--- config.mk ---
export PLATFORM = sky130hd
export DESIGN_NAME = mpe_mode_pages
export DESIGN_NICKNAME = d
export VERILOG_FILES = /design/src/verilog/mpe_pkg.sv /design/src/verilog/mpe_mode_pages.sv
export SDC_FILE = /design/constraint.sdc
export NUM_CORES = 1
export LEC_CHECK = 0
export BUFFER_PORTS_ARGS = -buffer_cell sky130_fd_sc_hd__buf_2
export CAP_MARGIN = 40
export CORE_MARGIN = 4
export CORE_UTILIZATION = 60
export CTS_CLUSTER_SIZE = 16
export DETAILED_ROUTE_END_ITERATION = 10
export PLACE_DENSITY = 0.95
export SLEW_MARGIN = 20
export SYNTH_ARGS = -nofsm -noshare
export SYNTH_HDL_FRONTEND = slang
export SYNTH_SLANG_ARGS = --single-unit
export TNS_END_PERCENT = 50
--- constraint.sdc ---
create_clock -name sys_clk -period 13.5 [get_ports sys_clk]
set_input_delay 2.7 -clock sys_clk [delete_from_list [all_inputs] [get_ports sys_clk]]
set_output_delay 2.7 -clock sys_clk [all_outputs]
set_load 0.05 [all_outputs]
--- src/verilog/mpe_pkg.sv ---
// Constants for the error recovery and disconnect-reconnect mode page engine
package mpe_pkg;
    // Page identities and lengths
    localparam logic [5:0] PG_ERR_CODE = 6'h01;
    localparam logic [7:0] PG_ERR_LEN = 8'h07;
    localparam logic [5:0] PG_DR_CODE = 6'h02;
    localparam logic [7:0] PG_DR_LEN = 8'h0A;
    localparam logic [3:0] PG_ERR_BYTES = 4'h9;
    localparam logic [3:0] PG_DR_BYTES = 4'hC;
    // Byte positions inside the pages
    localparam int B_CODE = 0;
    localparam int B_LEN = 1;
    localparam int B_FLAGS = 2;
    localparam int B_RRETRY = 3;
    localparam int B_WRETRY = 8;
    localparam int B_FULL = 2;
    localparam int B_EMPTY = 3;
    localparam int B_INACT = 4;
    localparam int B_CONN = 8;
    localparam int B_BURST = 10;
    // Unsupported flag bits of the error recovery page, all must be zero
    localparam int F_TRANSFER_BLOCK = 5;
    localparam int F_EARLY_RECOVERY = 3;
    localparam int F_POST_ERROR = 2;
    localparam int F_STOP_ON_ERROR = 1;
    localparam int F_CORRECTION_DISABLE = 0;
    // Defaults and legal ranges
    localparam logic [7:0] RETRY_MAX = 8'h0B;
    localparam logic [7:0] THR_DEFAULT = 8'h80;
    localparam logic [7:0] THR_MIN = 8'h20;
    localparam logic [7:0] THR_MAX = 8'hD0;
    localparam logic [7:0] ND_THR_MIN = 8'hA0;
    localparam logic [7:0] ND_THR_MAX = 8'hC0;
    localparam logic [15:0] BURST_DEFAULT = 16'h0000;
    localparam logic [3:0] SENSE_ILLEGAL_REQ = 4'h5;
    localparam logic [3:0] SENSE_NONE = 4'h0;
    localparam int BURST_UNIT_LOG2 = 9;
    // Register offsets and fields
    localparam logic [3:0] OFS_CTRL = 4'h0;
    localparam logic [3:0] OFS_STATUS = 4'h4;
    localparam logic [3:0] OFS_LIMITS = 4'h8;
    localparam logic [3:0] OFS_THRESH = 4'hC;
    localparam int CTRL_ND_BIT = 0;
    localparam int STAT_WWR_BIT = 0;
    localparam int STAT_BOT_BIT = 1;
    localparam int STAT_REJ_BIT = 2;
    localparam int STAT_KEY_LSB = 8;
    // Minimum gap between disconnect and reselection
    localparam int CLK_PERIOD_NS = 40;
    localparam int RESEL_MIN_NS = 265000;
    localparam int RESEL_MIN_CYC = (RESEL_MIN_NS + CLK_PERIOD_NS - 1) / CLK_PERIOD_NS;
    // Bus connection state
    typedef enum logic [1:0] {
        DS_CONN = 2'b00,
        DS_WAIT = 2'b01,
        DS_READY = 2'b10
    } mpe_dstate_e;
endpackage : mpe_pkg
--- src/verilog/mpe_mode_pages.sv ---
// Mode page engine: error recovery and disconnect-reconnect pages with bus policy
// Summary of operation
// RULE1: Apply pages only for page format selects
// RULE2: Error recovery page code is 01h
// RULE3: Error recovery page length is 07h
// RULE4: Host sends zero in unsupported flags
// RULE5: Read retries 00h..0Bh, default 0Bh
// RULE6: Write retry changes only at tape start
// RULE7: Write retry stored 00h or 0Bh
// RULE8: Zero write retries: never rewrite, continue
// RULE9: Zero-retry writing sets written-without-retries flag
// RULE10: Disconnect page code 02h, length 0Ah
// RULE11: Read reconnect at fill threshold times 4KB
// RULE12: Write reconnect at free space threshold
// RULE13: No-disconnect forces fill outside A0h..C0h to A0h
// RULE14: Empty threshold unequal to fill: reject
// RULE15: Bus inactivity limit only zero
// RULE16: Disconnect time limit fixed zero, reads zero
// RULE17: At least 265 us before reselection
// RULE18: Connect limit zero; disconnect after burst
// RULE19: Burst in 512-byte units, zero unlimited
// RULE20: Nonzero burst clears no-disconnect setting
// RULE21: No-disconnect keeps device connected during data
// RULE22: Bad code, length or fields: illegal request
//
// The register offsets and strobed register access were decided locally.
`timescale 1ns/1ps
module mpe_mode_pages #(
    parameter int RESEL_CYCLES = mpe_pkg::RESEL_MIN_CYC
) (
    input wire logic sys_clk,
    input wire logic sys_rst,
    input wire logic [3:0] regAddr,
    input wire logic [31:0] regWrData,
    input wire logic regWr,
    input wire logic regRd,
    output logic [31:0] regRdData,
    input wire logic selValid,
    input wire logic [7:0] selByte,
    input wire logic selLast,
    input wire logic selPageFormat,
    output logic selDone,
    output logic selReject,
    output logic [3:0] senseKey,
    input wire logic senseReq,
    input wire logic [5:0] senseCode,
    output logic senseValid,
    output logic [7:0] senseByte,
    output logic senseLast,
    output logic senseReject,
    input wire logic logicalBeginningOfTape,
    input wire logic readErr,
    input wire logic readOk,
    output logic readRetry,
    output logic readFatal,
    input wire logic writeErr,
    input wire logic writeBlockDone,
    output logic writeRewrite,
    output logic writeSkip,
    output logic writeFatal,
    input wire logic dataPhase,
    input wire logic dirRead,
    input wire logic xferStrobe,
    input wire logic [7:0] bufFill,
    input wire logic [7:0] bufFree,
    input wire logic busReleased,
    input wire logic reselDone,
    output logic disconnectReq,
    output logic reconnectReq,
    output logic [7:0] readRetryLimit,
    output logic [7:0] writeRetryLimit,
    output logic [7:0] fillThreshold,
    output logic [7:0] emptyThreshold,
    output logic [15:0] burstSize,
    output logic noDisconnect,
    output logic writtenWithoutRetries
);
    import mpe_pkg::*;

    logic [7:0] pageBuf [0:11]; // Incoming page bytes
    logic [3:0] selCount_reg; // Bytes received so far
    logic commitPend_reg; // Evaluate page next cycle
    logic commitPf_reg; // Page format qualifier latched
    logic [3:0] commitLen_reg; // Bytes in the finished page
    logic ndReg; // No-disconnect setting
    logic [1:0] senseSel_reg; // 1 error page, 2 disconnect page
    logic [3:0] senseIdx_reg;
    logic [7:0] readTry_reg;
    logic [7:0] writeTry_reg;
    logic [24:0] burstBytes_reg; // Bytes moved since connect
    logic [15:0] resTimer_reg;
    mpe_dstate_e dState_reg;
    logic [7:0] fillClamp; // Fill threshold after clamp
    logic pageOk; // Page passes every check
    logic isErrPage;
    logic isDrPage;
    logic ndNext; // Setting after burst precedence
    logic [7:0] senseByte_next;
    logic burstHit;

    // Collect bytes; a new page overwrites the previous one
    always_ff @(posedge sys_clk or posedge sys_rst) begin
        if (sys_rst) begin
            selCount_reg <= 4'h0;
            commitPend_reg <= 1'b0;
            commitPf_reg <= 1'b0;
            commitLen_reg <= 4'h0;
        end else begin
            commitPend_reg <= selValid & selLast;
            if (selValid) begin
                // Overlong pages wrap the counter, so only the length modulo 16 is checked
                selCount_reg <= selLast ? 4'h0 : selCount_reg + 4'h1;
                if (selLast) begin
                    commitPf_reg <= selPageFormat;
                    commitLen_reg <= selCount_reg + 4'h1;
                end
            end
        end
    end

    // Page storage array, no reset needed for data
    always_ff @(posedge sys_clk) begin
        if (selValid && selCount_reg < 4'hC) begin
            pageBuf[selCount_reg] <= selByte;
        end
    end

    // Page checks
    always_comb begin
        isErrPage = pageBuf[B_CODE][5:0] == PG_ERR_CODE; // RULE2
        isDrPage = pageBuf[B_CODE][5:0] == PG_DR_CODE; // RULE10
        pageOk = 1'b0;
        if (isErrPage) begin
            // Length byte, byte count, unsupported flags, retry range
            pageOk = pageBuf[B_LEN] == PG_ERR_LEN && commitLen_reg == PG_ERR_BYTES // RULE3
                && pageBuf[B_FLAGS][F_TRANSFER_BLOCK] == 1'b0 // RULE4
                && pageBuf[B_FLAGS][F_EARLY_RECOVERY] == 1'b0
                && pageBuf[B_FLAGS][F_POST_ERROR] == 1'b0
                && pageBuf[B_FLAGS][F_STOP_ON_ERROR] == 1'b0
                && pageBuf[B_FLAGS][F_CORRECTION_DISABLE] == 1'b0
                && pageBuf[B_RRETRY] <= RETRY_MAX; // RULE5
        end else if (isDrPage) begin
            // Disconnect time bytes 6..7 are ignored on purpose
            pageOk = pageBuf[B_LEN] == PG_DR_LEN && commitLen_reg == PG_DR_BYTES // RULE10
                && pageBuf[B_FULL] >= THR_MIN && pageBuf[B_FULL] <= THR_MAX // RULE11
                && pageBuf[B_EMPTY] == pageBuf[B_FULL] // RULE14
                && pageBuf[B_INACT] == 8'h00 && pageBuf[B_INACT + 1] == 8'h00 // RULE15
                && pageBuf[B_CONN] == 8'h00 && pageBuf[B_CONN + 1] == 8'h00; // RULE18
        end
        // Burst wins over the no-disconnect setting
        ndNext = ndReg & ({pageBuf[B_BURST], pageBuf[B_BURST + 1]} == 16'h0000); // RULE20
        fillClamp = pageBuf[B_FULL];
        if (ndNext && (fillClamp < ND_THR_MIN || fillClamp > ND_THR_MAX)) begin
            fillClamp = ND_THR_MIN; // RULE13
        end
    end

    // Select result: non page format data is consumed and ignored
    always_ff @(posedge sys_clk or posedge sys_rst) begin
        if (sys_rst) begin
            selDone <= 1'b0;
            selReject <= 1'b0;
            senseKey <= SENSE_NONE;
        end else begin
            selDone <= commitPend_reg;
            selReject <= commitPend_reg & commitPf_reg & ~pageOk; // RULE22
            if (commitPend_reg && commitPf_reg) begin
                senseKey <= pageOk ? SENSE_NONE : SENSE_ILLEGAL_REQ; // RULE14
            end
        end
    end

    // Error recovery limits
    always_ff @(posedge sys_clk or posedge sys_rst) begin
        if (sys_rst) begin
            readRetryLimit <= RETRY_MAX;
            writeRetryLimit <= RETRY_MAX;
        end else if (commitPend_reg && commitPf_reg && pageOk && isErrPage) begin // RULE1
            readRetryLimit <= pageBuf[B_RRETRY]; // RULE5
            if (logicalBeginningOfTape) begin // RULE6
                // Any nonzero request becomes the full count
                writeRetryLimit <= (pageBuf[B_WRETRY] == 8'h00) ? 8'h00 : RETRY_MAX; // RULE7
            end
        end
    end

    // Disconnect-reconnect values and the no-disconnect setting
    always_ff @(posedge sys_clk or posedge sys_rst) begin
        if (sys_rst) begin
            fillThreshold <= THR_DEFAULT;
            emptyThreshold <= THR_DEFAULT;
            burstSize <= BURST_DEFAULT;
            ndReg <= 1'b0;
        end else if (commitPend_reg && commitPf_reg && pageOk && isDrPage) begin // RULE1
            fillThreshold <= fillClamp; // RULE13
            emptyThreshold <= fillClamp;
            burstSize <= {pageBuf[B_BURST], pageBuf[B_BURST + 1]}; // RULE19
            ndReg <= ndNext; // RULE20
        end else if (regWr && regAddr == OFS_CTRL) begin
            // Setting is refused while a burst limit is in force
            ndReg <= regWrData[CTRL_ND_BIT] & (burstSize == 16'h0000); // RULE20
            if (regWrData[CTRL_ND_BIT] && burstSize == 16'h0000
                && (fillThreshold < ND_THR_MIN || fillThreshold > ND_THR_MAX)) begin
                fillThreshold <= ND_THR_MIN; // RULE13
                emptyThreshold <= ND_THR_MIN;
            end
        end
    end
    assign noDisconnect = ndReg;

    // Written-without-retries flag; a new event beats a software clear
    always_ff @(posedge sys_clk or posedge sys_rst) begin
        if (sys_rst) begin
            writtenWithoutRetries <= 1'b0;
        end else if (writeBlockDone && writeRetryLimit == 8'h00) begin
            writtenWithoutRetries <= 1'b1; // RULE9
        end else if (regWr && regAddr == OFS_STATUS && regWrData[STAT_WWR_BIT]) begin
            writtenWithoutRetries <= 1'b0;
        end
    end

    // Read recovery attempts
    always_ff @(posedge sys_clk or posedge sys_rst) begin
        if (sys_rst) begin
            readTry_reg <= 8'h00;
            readRetry <= 1'b0;
            readFatal <= 1'b0;
        end else begin
            readRetry <= readErr & (readTry_reg < readRetryLimit); // RULE5
            readFatal <= readErr & (readTry_reg >= readRetryLimit);
            if (readOk || (readErr && readTry_reg >= readRetryLimit)) begin
                readTry_reg <= 8'h00;
            end else if (readErr) begin
                readTry_reg <= readTry_reg + 8'h01;
            end
        end
    end

    // Write rewrite attempts; zero limit just keeps writing
    always_ff @(posedge sys_clk or posedge sys_rst) begin
        if (sys_rst) begin
            writeTry_reg <= 8'h00;
            writeRewrite <= 1'b0;
            writeSkip <= 1'b0;
            writeFatal <= 1'b0;
        end else begin
            writeSkip <= writeErr & (writeRetryLimit == 8'h00); // RULE8
            writeRewrite <= writeErr & (writeRetryLimit != 8'h00) & (writeTry_reg < writeRetryLimit);
            writeFatal <= writeErr & (writeRetryLimit != 8'h00) & (writeTry_reg >= writeRetryLimit);
            if (writeBlockDone || (writeErr && writeTry_reg >= writeRetryLimit)) begin
                writeTry_reg <= 8'h00;
            end else if (writeErr) begin
                writeTry_reg <= writeTry_reg + 8'h01;
            end
        end
    end

    // Mode sense byte source; fixed fields read as zero
    always_comb begin
        senseByte_next = 8'h00; // RULE16
        if (senseSel_reg == 2'b01) begin
            case (senseIdx_reg)
                4'h0: senseByte_next = {2'b00, PG_ERR_CODE};
                4'h1: senseByte_next = PG_ERR_LEN;
                4'h3: senseByte_next = readRetryLimit;
                4'h8: senseByte_next = writeRetryLimit;
                default: senseByte_next = 8'h00;
            endcase
        end else begin
            case (senseIdx_reg)
                4'h0: senseByte_next = {2'b00, PG_DR_CODE};
                4'h1: senseByte_next = PG_DR_LEN;
                4'h2: senseByte_next = fillThreshold;
                4'h3: senseByte_next = emptyThreshold;
                4'hA: senseByte_next = burstSize[15:8];
                4'hB: senseByte_next = burstSize[7:0];
                default: senseByte_next = 8'h00;
            endcase
        end
    end

    // Mode sense sequencer, one byte per cycle
    always_ff @(posedge sys_clk or posedge sys_rst) begin
        if (sys_rst) begin
            senseSel_reg <= 2'b00;
            senseIdx_reg <= 4'h0;
            senseValid <= 1'b0;
            senseByte <= 8'h00;
            senseLast <= 1'b0;
            senseReject <= 1'b0;
        end else begin
            senseReject <= senseReq && senseSel_reg == 2'b00
                && senseCode != PG_ERR_CODE && senseCode != PG_DR_CODE; // RULE22
            senseValid <= senseSel_reg != 2'b00;
            senseByte <= senseSel_reg != 2'b00 ? senseByte_next : 8'h00;
            senseLast <= 1'b0;
            if (senseSel_reg != 2'b00) begin
                if (senseIdx_reg == (senseSel_reg == 2'b01 ? PG_ERR_BYTES : PG_DR_BYTES) - 4'h1) begin
                    senseLast <= 1'b1;
                    senseSel_reg <= 2'b00;
                    senseIdx_reg <= 4'h0;
                end else begin
                    senseIdx_reg <= senseIdx_reg + 4'h1;
                end
            end else if (senseReq && senseCode == PG_ERR_CODE) begin
                senseSel_reg <= 2'b01;
            end else if (senseReq && senseCode == PG_DR_CODE) begin
                senseSel_reg <= 2'b10;
            end
        end
    end

    // Burst limit reached: bytes moved equal size times 512 minus one, so this strobe ends the burst
    assign burstHit = burstSize != 16'h0000
        && burstBytes_reg == {burstSize, 9'h000} - 25'h0000001; // RULE19

    // Connection state: disconnect, wait minimum time, ask to reselect
    always_ff @(posedge sys_clk or posedge sys_rst) begin
        if (sys_rst) begin
            dState_reg <= DS_CONN;
            burstBytes_reg <= 25'h0000000;
            resTimer_reg <= 16'h0000;
            disconnectReq <= 1'b0;
        end else begin
            disconnectReq <= 1'b0;
            case (dState_reg)
                DS_CONN: begin
                    if (!dataPhase) begin
                        burstBytes_reg <= 25'h0000000;
                    end else if (xferStrobe) begin
                        burstBytes_reg <= burstBytes_reg + 25'h0000001;
                    end
                    // Without a burst limit an empty buffer on reads or a full buffer on writes ends the burst
                    if (dataPhase && !ndReg && ((xferStrobe && burstHit) // RULE18
                        || (burstSize == 16'h0000 && (dirRead ? bufFill == 8'h00 : bufFree == 8'h00)))) begin
                        disconnectReq <= 1'b1; // RULE21
                    end
                    if (busReleased) begin
                        dState_reg <= DS_WAIT;
                        resTimer_reg <= 16'h0000;
                    end
                end
                DS_WAIT: begin
                    // Reselection must not start too soon after release
                    if (resTimer_reg == 16'(RESEL_CYCLES - 1)) begin // RULE17
                        dState_reg <= DS_READY;
                    end else begin
                        resTimer_reg <= resTimer_reg + 16'h0001;
                    end
                end
                DS_READY: begin
                    if (reselDone) begin
                        dState_reg <= DS_CONN;
                        burstBytes_reg <= 25'h0000000;
                    end
                end
                default: dState_reg <= DS_CONN;
            endcase
        end
    end

    // Reconnect once buffer fill or free space reaches the threshold
    assign reconnectReq = dState_reg == DS_READY
        && (dirRead ? bufFill >= fillThreshold : bufFree >= emptyThreshold); // RULE11 RULE12

    // Register reads, data only in the cycle after the strobe
    always_ff @(posedge sys_clk or posedge sys_rst) begin
        if (sys_rst) begin
            regRdData <= 32'h00000000;
        end else if (!regRd) begin
            regRdData <= 32'h00000000;
        end else if (regAddr == OFS_CTRL) begin
            regRdData <= {31'h00000000, ndReg};
        end else if (regAddr == OFS_STATUS) begin
            regRdData <= {20'h00000, senseKey, 5'h00, selReject, logicalBeginningOfTape, writtenWithoutRetries};
        end else if (regAddr == OFS_LIMITS) begin
            regRdData <= {16'h0000, writeRetryLimit, readRetryLimit};
        end else if (regAddr == OFS_THRESH) begin
            regRdData <= {burstSize, emptyThreshold, fillThreshold};
        end else begin
            regRdData <= 32'h00000000;
        end
    end

    logic [15:0] sinceRel_reg; // Cycles since last bus release
    always_ff @(posedge sys_clk or posedge sys_rst) begin
        if (sys_rst) begin
            sinceRel_reg <= 16'h0000;
        end else if (busReleased && dState_reg == DS_CONN) begin
            sinceRel_reg <= 16'h0000;
        end else if (sinceRel_reg != 16'hFFFF) begin
            sinceRel_reg <= sinceRel_reg + 16'h0001;
        end
    end
endmodule : mpe_mode_pages

## Yosys cells after proc, flatten, opt, wreduce, memory -nomap -nowiden

Memories as Yosys holds them, arrays and structs flattened.
Index checks and enable logic that the tools add are counted.

| word-level totals | value |
|---|---|
| logic and storage cells | 232 |
| input bits | 84 |
| flip-flop bits (word level) | 172 |
| bits in writable memories | 96 |
| memories kept | 1 |

Memories:

| name | words | width | read ports | clocked after Yosys merged registers in | write ports | RTL line | text |
|---|---|---|---|---|---|---|---|
| pageBuf | 12 | 8 | 10 | 0 | 1 | mpe_mode_pages.sv:80 | `logic [7:0] pageBuf [0:11];` |

| operators by class | value |
|---|---|
| magnitude comparators | 14 |
| add/sub/neg operators | 8 |
| reduce and logical (&&, ||, !) cells | 78 |
| eq/ne operators | 32 |
| bitwise operators | 17 |
| muxes and demuxes | 51 |

Operators with widths:

| kind | number |
|---|---|
| 32-bit 2-to-1 mux | 5 |
| 8-bit 2-to-1 mux | 10 |
| 25-bit 2-to-1 mux | 3 |
| 8-bit zero test | 7 |
| 25-bit one-hot mux with 2 select lines | 1 |
| 1-bit logical AND | 40 |
| 8-bit one-hot mux with 5 select lines | 1 |
| 8-bit greater-or-equal comparator | 4 |
| 16-bit zero test | 2 |
| 16-bit 2-to-1 mux | 2 |
| 16-bit one-hot mux with 2 select lines | 1 |
| 8-bit one-hot mux with 4 select lines | 1 |
| 4-bit == test (second input constant) | 7 |
| 25-bit by 1-bit adder with 25-bit output (second input constant) | 1 |
| 25-bit == test | 1 |
| 25-bit by 1-bit subtractor with 25-bit output (second input constant) | 1 |
| 16-bit by 1-bit adder with 16-bit output (second input constant) | 1 |
| 8-bit by 1-bit adder with 8-bit output (second input constant) | 2 |
| 16-bit by 13-bit == test with 1-bit output (second input constant) | 1 |
| 8-bit greater-than comparator (second input constant) | 2 |
| 8-bit < comparator | 2 |
| 8-bit < comparator (second input constant) | 2 |
| 16-bit nonzero test | 1 |
| 2-bit nonzero test | 8 |
| other kinds (38) | 94 |

## Depth between registers and ports, before layout

Gate-level depths: netlist (run 1).

| depth | value |
|---|---|
| word-level depth | 15 |
| mapped depth | 9 |
| depth with buffers taken out | 9 |

## Worst setup path before layout (run 1)

Ideal clock, no wire load.

| timing path | value |
|---|---|
| kind | input-to-output |
| start | input port bufFill[0] |
| end | output port reconnectReq |
| cell stages on the path | 9 |
| path buffers | 0 |
| data required time | 10800 ps |
| path slack | 6417 ps |
| data arrival time | 4383 ps |
| cell sequence | inv_1 ha_1 nand2b_1 a21o_1 a21o_1 a21oi_1 nor2b_1 o21ai_0 a41oi_1 |

| on the way | value |
|---|---|
| longest elaborated chain between the ends | 3 |

RTL lines:

| element | RTL line | text |
|---|---|---|
| start: declaration | mpe_mode_pages.sv:64 | `input wire logic [7:0] bufFill,` |
| 8-bit greater-or-equal comparator | mpe_mode_pages.sv:364 | `&& (dirRead ? bufFill >= fillThreshold : bufFree >= emptyThreshold);` |
| 1-bit 2-to-1 mux | mpe_mode_pages.sv:364 |  |
| 1-bit logical AND | mpe_mode_pages.sv:364 |  |
| end: declaration | mpe_mode_pages.sv:69 | `output logic reconnectReq,` |

No other way between the ends.

## Worst setup path after layout (run 1)

Ends and elaborated chain as after synthesis.

==> run metrics, run 1 <==
result of the run complete, no violations; Synth Cell Area about 0.011 mm²; Final Critical Period approximately 7 ns; RSZ-0062 raised after global routing false; antenna viol nets, final 0; fraction of the yosys area taken by sequential cells 55.86%; detailed-placement wirelength estimate about 20000 µm; maximum fanout along the worst path 2; pin count of the biggest net entering global routing 81; critical path data required time between 10 and 15 ns; compound-cell area share of the yosys netlist between 8 and 9%; Tot Pwr between 1.5 and 2 mW; clock latency at the later pin of the worst-skew pair about 0.52 ns; maximum clock rate 142.2 MHz; drt initial violations roughly 1100; sinks on the clock net 240; first-pass GRT wire length roughly 47000 µm; 1st-pass router iterations 6; worst supply voltage drop on vdd approximately 0.12 mV; logic gate share of total power 14.2%; maximum clock path buffer count 3; Min-Delay Startpoint commitPend_reg; sequential cell area between 0.006 and 0.007 mm²; Synth Area in Adders under 10%; sequential group share of total power between 40% and 50%; Critical R2R Capture writeTry_reg[4]; measured slew at the worst slew-check pin roughly 0.85 ns; Root Buffer Master clkbuf_16; total wirelength of the detailed-routed design 29710 µm; period utilization 52.09%; relative max-transition margin a little over two fifths; leading cell type in the layout, fill and taps excluded dfrtp_1; XOR/XNOR Fraction of Synth Area approximately 5%; net switching share of the total power 27.78%; dominant combinational cell family by area after synthesis simple AND/OR/NAND/NOR gates; Critical Path End reconnectReq; final weighted congestion in routability-driven placement 0.9457; Die Area 0.02138 mm²; commonest non-fill, non-tap cells in the layout 157 x dfrtp_1, 151 x buf_2, 96 x nor2_1; sw power a little under 0.5 mW; TNS Setup 0 ns; GR Overflow Total 0; Hold Violations, Final 0; Main synth FF type dfrtp_1; TritonCTS clock tree done; Worst Setup Path Type in -> out; Tightest Hold Check Type reg -> reg; fillcell total approximately 1200; depth of the most critical reg-to-reg path 8; WP buf/inv 3; maximum level of the CTS H-tree 1; standard-cell rows 50; Wirelength per Cell roughly 21 µm; post-synthesis to final-layout area growth 14.55%; cell count along the critical path 11; CP Cell Sequence buf_2, inv_1, ha_1, nand2b_1, a21o_1, a21o_1, a21oi_1, nor2b_1, o21ai_0, a41oi_1, buf_2; fraction of registers with async set/reset 67.50%; reg-to-reg startpoint writeRetryLimit[1]; Multi-input gate area 0.004652 mm²; Gate Count Post-Synth a little over 1000; vias in the first global route 9007; count of cell types in the netlist 71; setup clock skew after layout about 0.012 ns; PwrDens around 130 mW/mm²; gate family responsible for the most delay along the worst path compound AO/OA/AOI/OAI gates; Diodes inserted 0; slowest cell delay on critical path approximately 0.27 ns; post-route DRC violation count 0; post-cts gate resize count 0; final non-filler cell area 0.01313 mm²; number of ports placed on the die boundary 190; chip height 146.2 µm; share of post-route cells with drive strength above 1 20.08%; cts-stage hold buffer count 0; sort of element at the start of the critical path input port; LEAKAGE around 6 nW; global-route usage over all layers 27.14%; number of port buffers ~150; Cell Int Power about 1.3 mW; number of warning messages in the yosys log 0; Starting Density about three fifths; Critical Path Start bufFill[0]; share of cell area taken by muxes after synthesis a little under 4%; number of antenna violations at the first check in global routing 0; placeable core region between 0.015 and 0.02 mm²; post-synthesis register bit count 240; number of enable flip-flop cells after synthesis 78; clock power share a little under two fifths; overall die width 146.2 µm; post-CTS clock slew at the launch and capture registers of the worst setup and hold paths around 0.060 ns; post-synthesis share of cell area spent on and, or, nand and nor gates 18.03%; vias per std cell 6.341; minimum setup slack among reg-to-reg paths 10.64 ns; post-place instance area between 0.01 and 0.015 mm²; number of nets in the layout approximately 1300; Post-Syn Area per Cell 11.13 µm²; critical path data arrival time about 4.3 ns; slowest cell on the critical path ha_1; maximum capacitance violations 0; total CTS buffers 24; Critical Path End Type primary output; number of flip-flops in the largest register around 80; vias after detailed routing approximately 9100; final-report setup violation count 0; Pins Over Slew Limit 0; buffers inserted during post-CTS setup optimization 0
-- routing by layer --
layer	part of all wire, %	track usage, %	wire, µm
met5	0	0	0
met4	5.5	14.58	1622
met3	9.2	5.649	2729
met2	49	44.99	14440
met1	37	33.62	10910
-- cells by family after synthesis --
kind of cell | count (synthesis)
AO/OA/AOI/OAI | 156
XOR/XNOR | 67
adder cells (fa/ha/maj) | 42
buffers and inverters | 88
flip-flops | 240
multiplexers | 37
other | 1
AND/OR/NAND/NOR | 399
-- worst min path at each step --
stage	slack [ns]	end	depth (start not counted)
final	0.39	selDone	0
after global routing	0.39	selDone	0
after CTS	0.38	selDone	0
after detailed placement	0.37	selDone	0
after global placement	0.36	selDone	0
after floorplan	0.35	selDone	0
-- power groups by stage --
stage	Combinational, mW	Clock [mW]	Sequential [mW]
global placement	0.225	0	0.845
global route	0.270	0.694	0.843
floorplan	0.151	0	0.866
detailed placement	0.239	0	0.848
CTS	0.243	0.663	0.835
finish	0.247	0.659	0.836
-- stage by stage --
| stage | utilization, % | setup WS, ns | std cells | hold slack [ns] |
|---|---|---|---|---|
| global route | 69.95 | 6.383 | 1429 | 0.3927 |
| global placement | 65.63 | 6.472 | 1384 | 0.3587 |
| floorplan | - | 6.417 | 1036 | 0.3540 |
| detailed placement | 65.78 | 6.453 | 1385 | 0.3712 |
| CTS | 69.95 | 6.449 | 1429 | 0.3841 |
| finish | 69.95 | 6.468 | 1429 | 0.3862 |
-- cell type report --
| type | instances | area share (%) |
|---|---|---|
| clock buffers | 35 | 5.432 |
| clock inverters | 9 | 0.5337 |
| inverters | 46 | 1.353 |
| multi-input cells | 708 | 35.43 |
| flip-flops and latches | 240 | 48.77 |
| well taps | 234 | 2.230 |
| repair buffers | 157 | 6.252 |
-- synth_stat cells (19+ instances only) --
cell,n,area [µm²]
a21oi_1,34,170.2
edfxtp_1,78,2342
nor2_1,96,360.4
nor3_1,29,145.1
inv_1,46,172.7
o21ai_0,55,275.3
nand2_1,83,311.6
nand3_1,44,220.2
nand4_1,19,118.9
dfrtp_1,157,3929
ha_1,42,525.5
and2_1,20,125.1
xor2_1,35,306.5
xnor2_1,32,280.3
Power figures use the tool's default switching activity.
==> inputs of run 2 (changes only) <==
--- a/config.mk
+++ b/config.mk
@@ -8,10 +8,10 @@
 export BUFFER_PORTS_ARGS = -buffer_cell sky130_fd_sc_hd__buf_2
 export CAP_MARGIN = 40
 export CORE_MARGIN = 4
-export CORE_UTILIZATION = 60
+export CORE_UTILIZATION = 51
 export CTS_CLUSTER_SIZE = 16
 export DETAILED_ROUTE_END_ITERATION = 10
-export PLACE_DENSITY = 0.95
+export PLACE_DENSITY = 0.87
 export SLEW_MARGIN = 20
 export SYNTH_ARGS = -nofsm -noshare
 export SYNTH_HDL_FRONTEND = slang
==> constraint.sdc (replaced) <==
create_clock -name sys_clk -period 6.46 [get_ports sys_clk]
set_input_delay 1.292 -clock sys_clk [delete_from_list [all_inputs] [get_ports sys_clk]]
set_output_delay 1.292 -clock sys_clk [all_outputs]
set_load 0.05 [all_outputs]
==> run 2 against run 1 <==
Net effect: critical path depth is the same; combinational power grew 100%; hold slack lost 0.011 ns; cell area grew 0.42%; clock-buffer cell count is the same; clock power grew 110%; global-route usage shrank 5.2 points; wire length shrank 5.9%; via count shrank 4.9%; sequential share of layout area shrank 0.20 points; utilization shrank 9.9 points; register-to-register slack lost 6.8 ns; largest power group unchanged.
==> run metrics, run 2 (synthesis results as in run 1) <==
result of the run complete, no violations; Hold Slack 0.3751 ns; Final Critical Period 4.208 ns; total wirelength of the detailed-routed design around 28000 µm; logic gate share of total power 13.9%; Starting Density between 50% and 60%; maximum fanout along the worst path 2; placeable core region 0.02196 mm²; leading cell type in the layout, fill and taps excluded dfrtp_1; worst supply voltage drop on vdd roughly 0.21 mV; TritonCTS clock tree done; net switching share of the total power approximately 28%; buffers inserted during post-CTS setup optimization 0; first-pass GRT wire length ~44000 µm; LEAKAGE just over 6 nW; vias in the first global route roughly 8500; post-layout utilization of the core approximately three fifths; critical path data required time around 5.2 ns; number of antenna violations at the first check in global routing 0; Critical Path End Type primary output; relative max-transition margin 48.62%; sequential group share of total power between 40% and 50%; post-synthesis to final-layout area growth 15.03%; sort of element at the start of the critical path input port; final weighted congestion in routability-driven placement approximately 0.94; Root Buffer Master clkbuf_16; drt initial violations roughly 700; Pins Over Slew Limit 0; number of ports placed on the die boundary 190; vias per std cell 5.845; vias after detailed routing between 8000 and 9000; standard-cell rows 54; measured slew at the worst slew-check pin around 0.76 ns; Tot Pwr 3.627 mW; RSZ-0062 raised after global routing false; Cell Int Power around 2.6 mW; final-report setup violation count 0; Wirelength per Cell ~19 µm; post-cts gate resize count 0; antenna viol nets, final 0; detailed-placement wirelength estimate ~19000 µm; period utilization roughly 65%; maximum level of the CTS H-tree 1; commonest non-fill, non-tap cells in the layout 157 x dfrtp_1, 151 x buf_2, 96 x nor2_1; Tightest Hold Check Type reg -> reg; global-route usage over all layers a little over a fifth; TNS Setup 0 ns; DP Cell Count between 1000 and 1500; number of flip-flops in the largest register 78; Die Area approximately 0.025 mm²; Diodes inserted 0; cts-stage hold buffer count 0; overall die width 157.9 µm; share of post-route cells with drive strength above 1 between 20% and 30%; pin count of the biggest net entering global routing 66; maximum clock path buffer count 3; GR Overflow Total 0; Hold Violations, Final 0; sw power between 1 and 1.5 mW; number of nets in the layout between 1000 and 1500; Cell Count, Final, Fillers Out around 1500; setup clock skew after layout 0.01212 ns; Worst Setup Path Type in -> out; PwrDens roughly 280 mW/mm²; clock latency at the later pin of the worst-skew pair ~0.52 ns; sinks on the clock net 240; chip height 157.9 µm; clock power share approximately 38%; maximum clock rate approximately 240 MHz; post-CTS clock slew at the launch and capture registers of the worst setup and hold paths around 0.060 ns; critical path data arrival time 2.92 ns; total CTS buffers 24; post-route DRC violation count 0; 1st-pass router iterations 5; number of port buffers between 150 and 200; maximum capacitance violations 0
## run 2: worst paths after layout
path / startpoint / to / slack, ns / depth (start not counted)
worst max register to register: writeRetryLimit[1] / writeTry_reg[5] / 3.82 / 8
min in group asynchronous: sys_rst / resTimer_reg[7] / 0.78 / 2
worst max-delay path: bufFill[0] / reconnectReq / 2.25 / 11
worst min register to register: commitPend_reg / selDone / 0.38 / 0
worst min-delay path: commitPend_reg / selDone / 0.38 / 0
max in group asynchronous: sys_rst / senseSel_reg[1] / 4.59 / 3
## run 2: power groups by stage
stage	clock network (mW)	registers, mW	logic (mW)
2_1_floorplan	0	1.81	0.315
4_1_cts	1.39	1.75	0.503
3_5_place_dp	0	1.77	0.495
6_report	1.37	1.75	0.504
3_3_place_gp	0	1.77	0.474
5_1_grt	1.45	1.76	0.560
## run 2: final cells by class
| class | count | area [µm²] |
|---|---|---|
| repair buffers | 157 | 820.8 |
| clock buffers | 35 | 693.2 |
| fillers | 1663 | 8775 |
| multi-input cells | 708 | 4652 |
| well taps | 280 | 350.3 |
| flip-flops and latches | 240 | 6402 |
| inverters | 46 | 177.7 |
| clock inverters | 9 | 87.58 |
## run 2: per-layer routing
layer / part of all wire [%] / global-route usage, % / up-vias / wire (µm)
li1: - / - / 3963 / -
met1: 40 / 28.57 / 4158 / 11310
met2: 47 / 35.25 / 386 / 13170
met3: 7.8 / 4.374 / 114 / 2174
met4: 4.7 / 10.61 / 0 / 1310
met5: 0 / 0 / - / 0
## run 2: worst max-delay path, cell delays in order
cell,delay (ns)
buf_2,0.10
inv_1,0.04
ha_1,0.27
nand2b_1,0.14
a21o_1,0.17
a21o_1,0.18
a21oi_1,0.13
nor2b_1,0.05
o21ai_0,0.17
a41oi_1,0.13
buf_2,0.23
## run 2: through the flow
stage / instance area, µm² / worst slack, ns
5_1_grt: 13180 / 2.122
6_report: 13180 / 2.252
3_3_place_gp: 12380 / 2.239
3_5_place_dp: 12400 / 2.240
2_1_floorplan: 11480 / 0.7997
4_1_cts: 13180 / 2.240
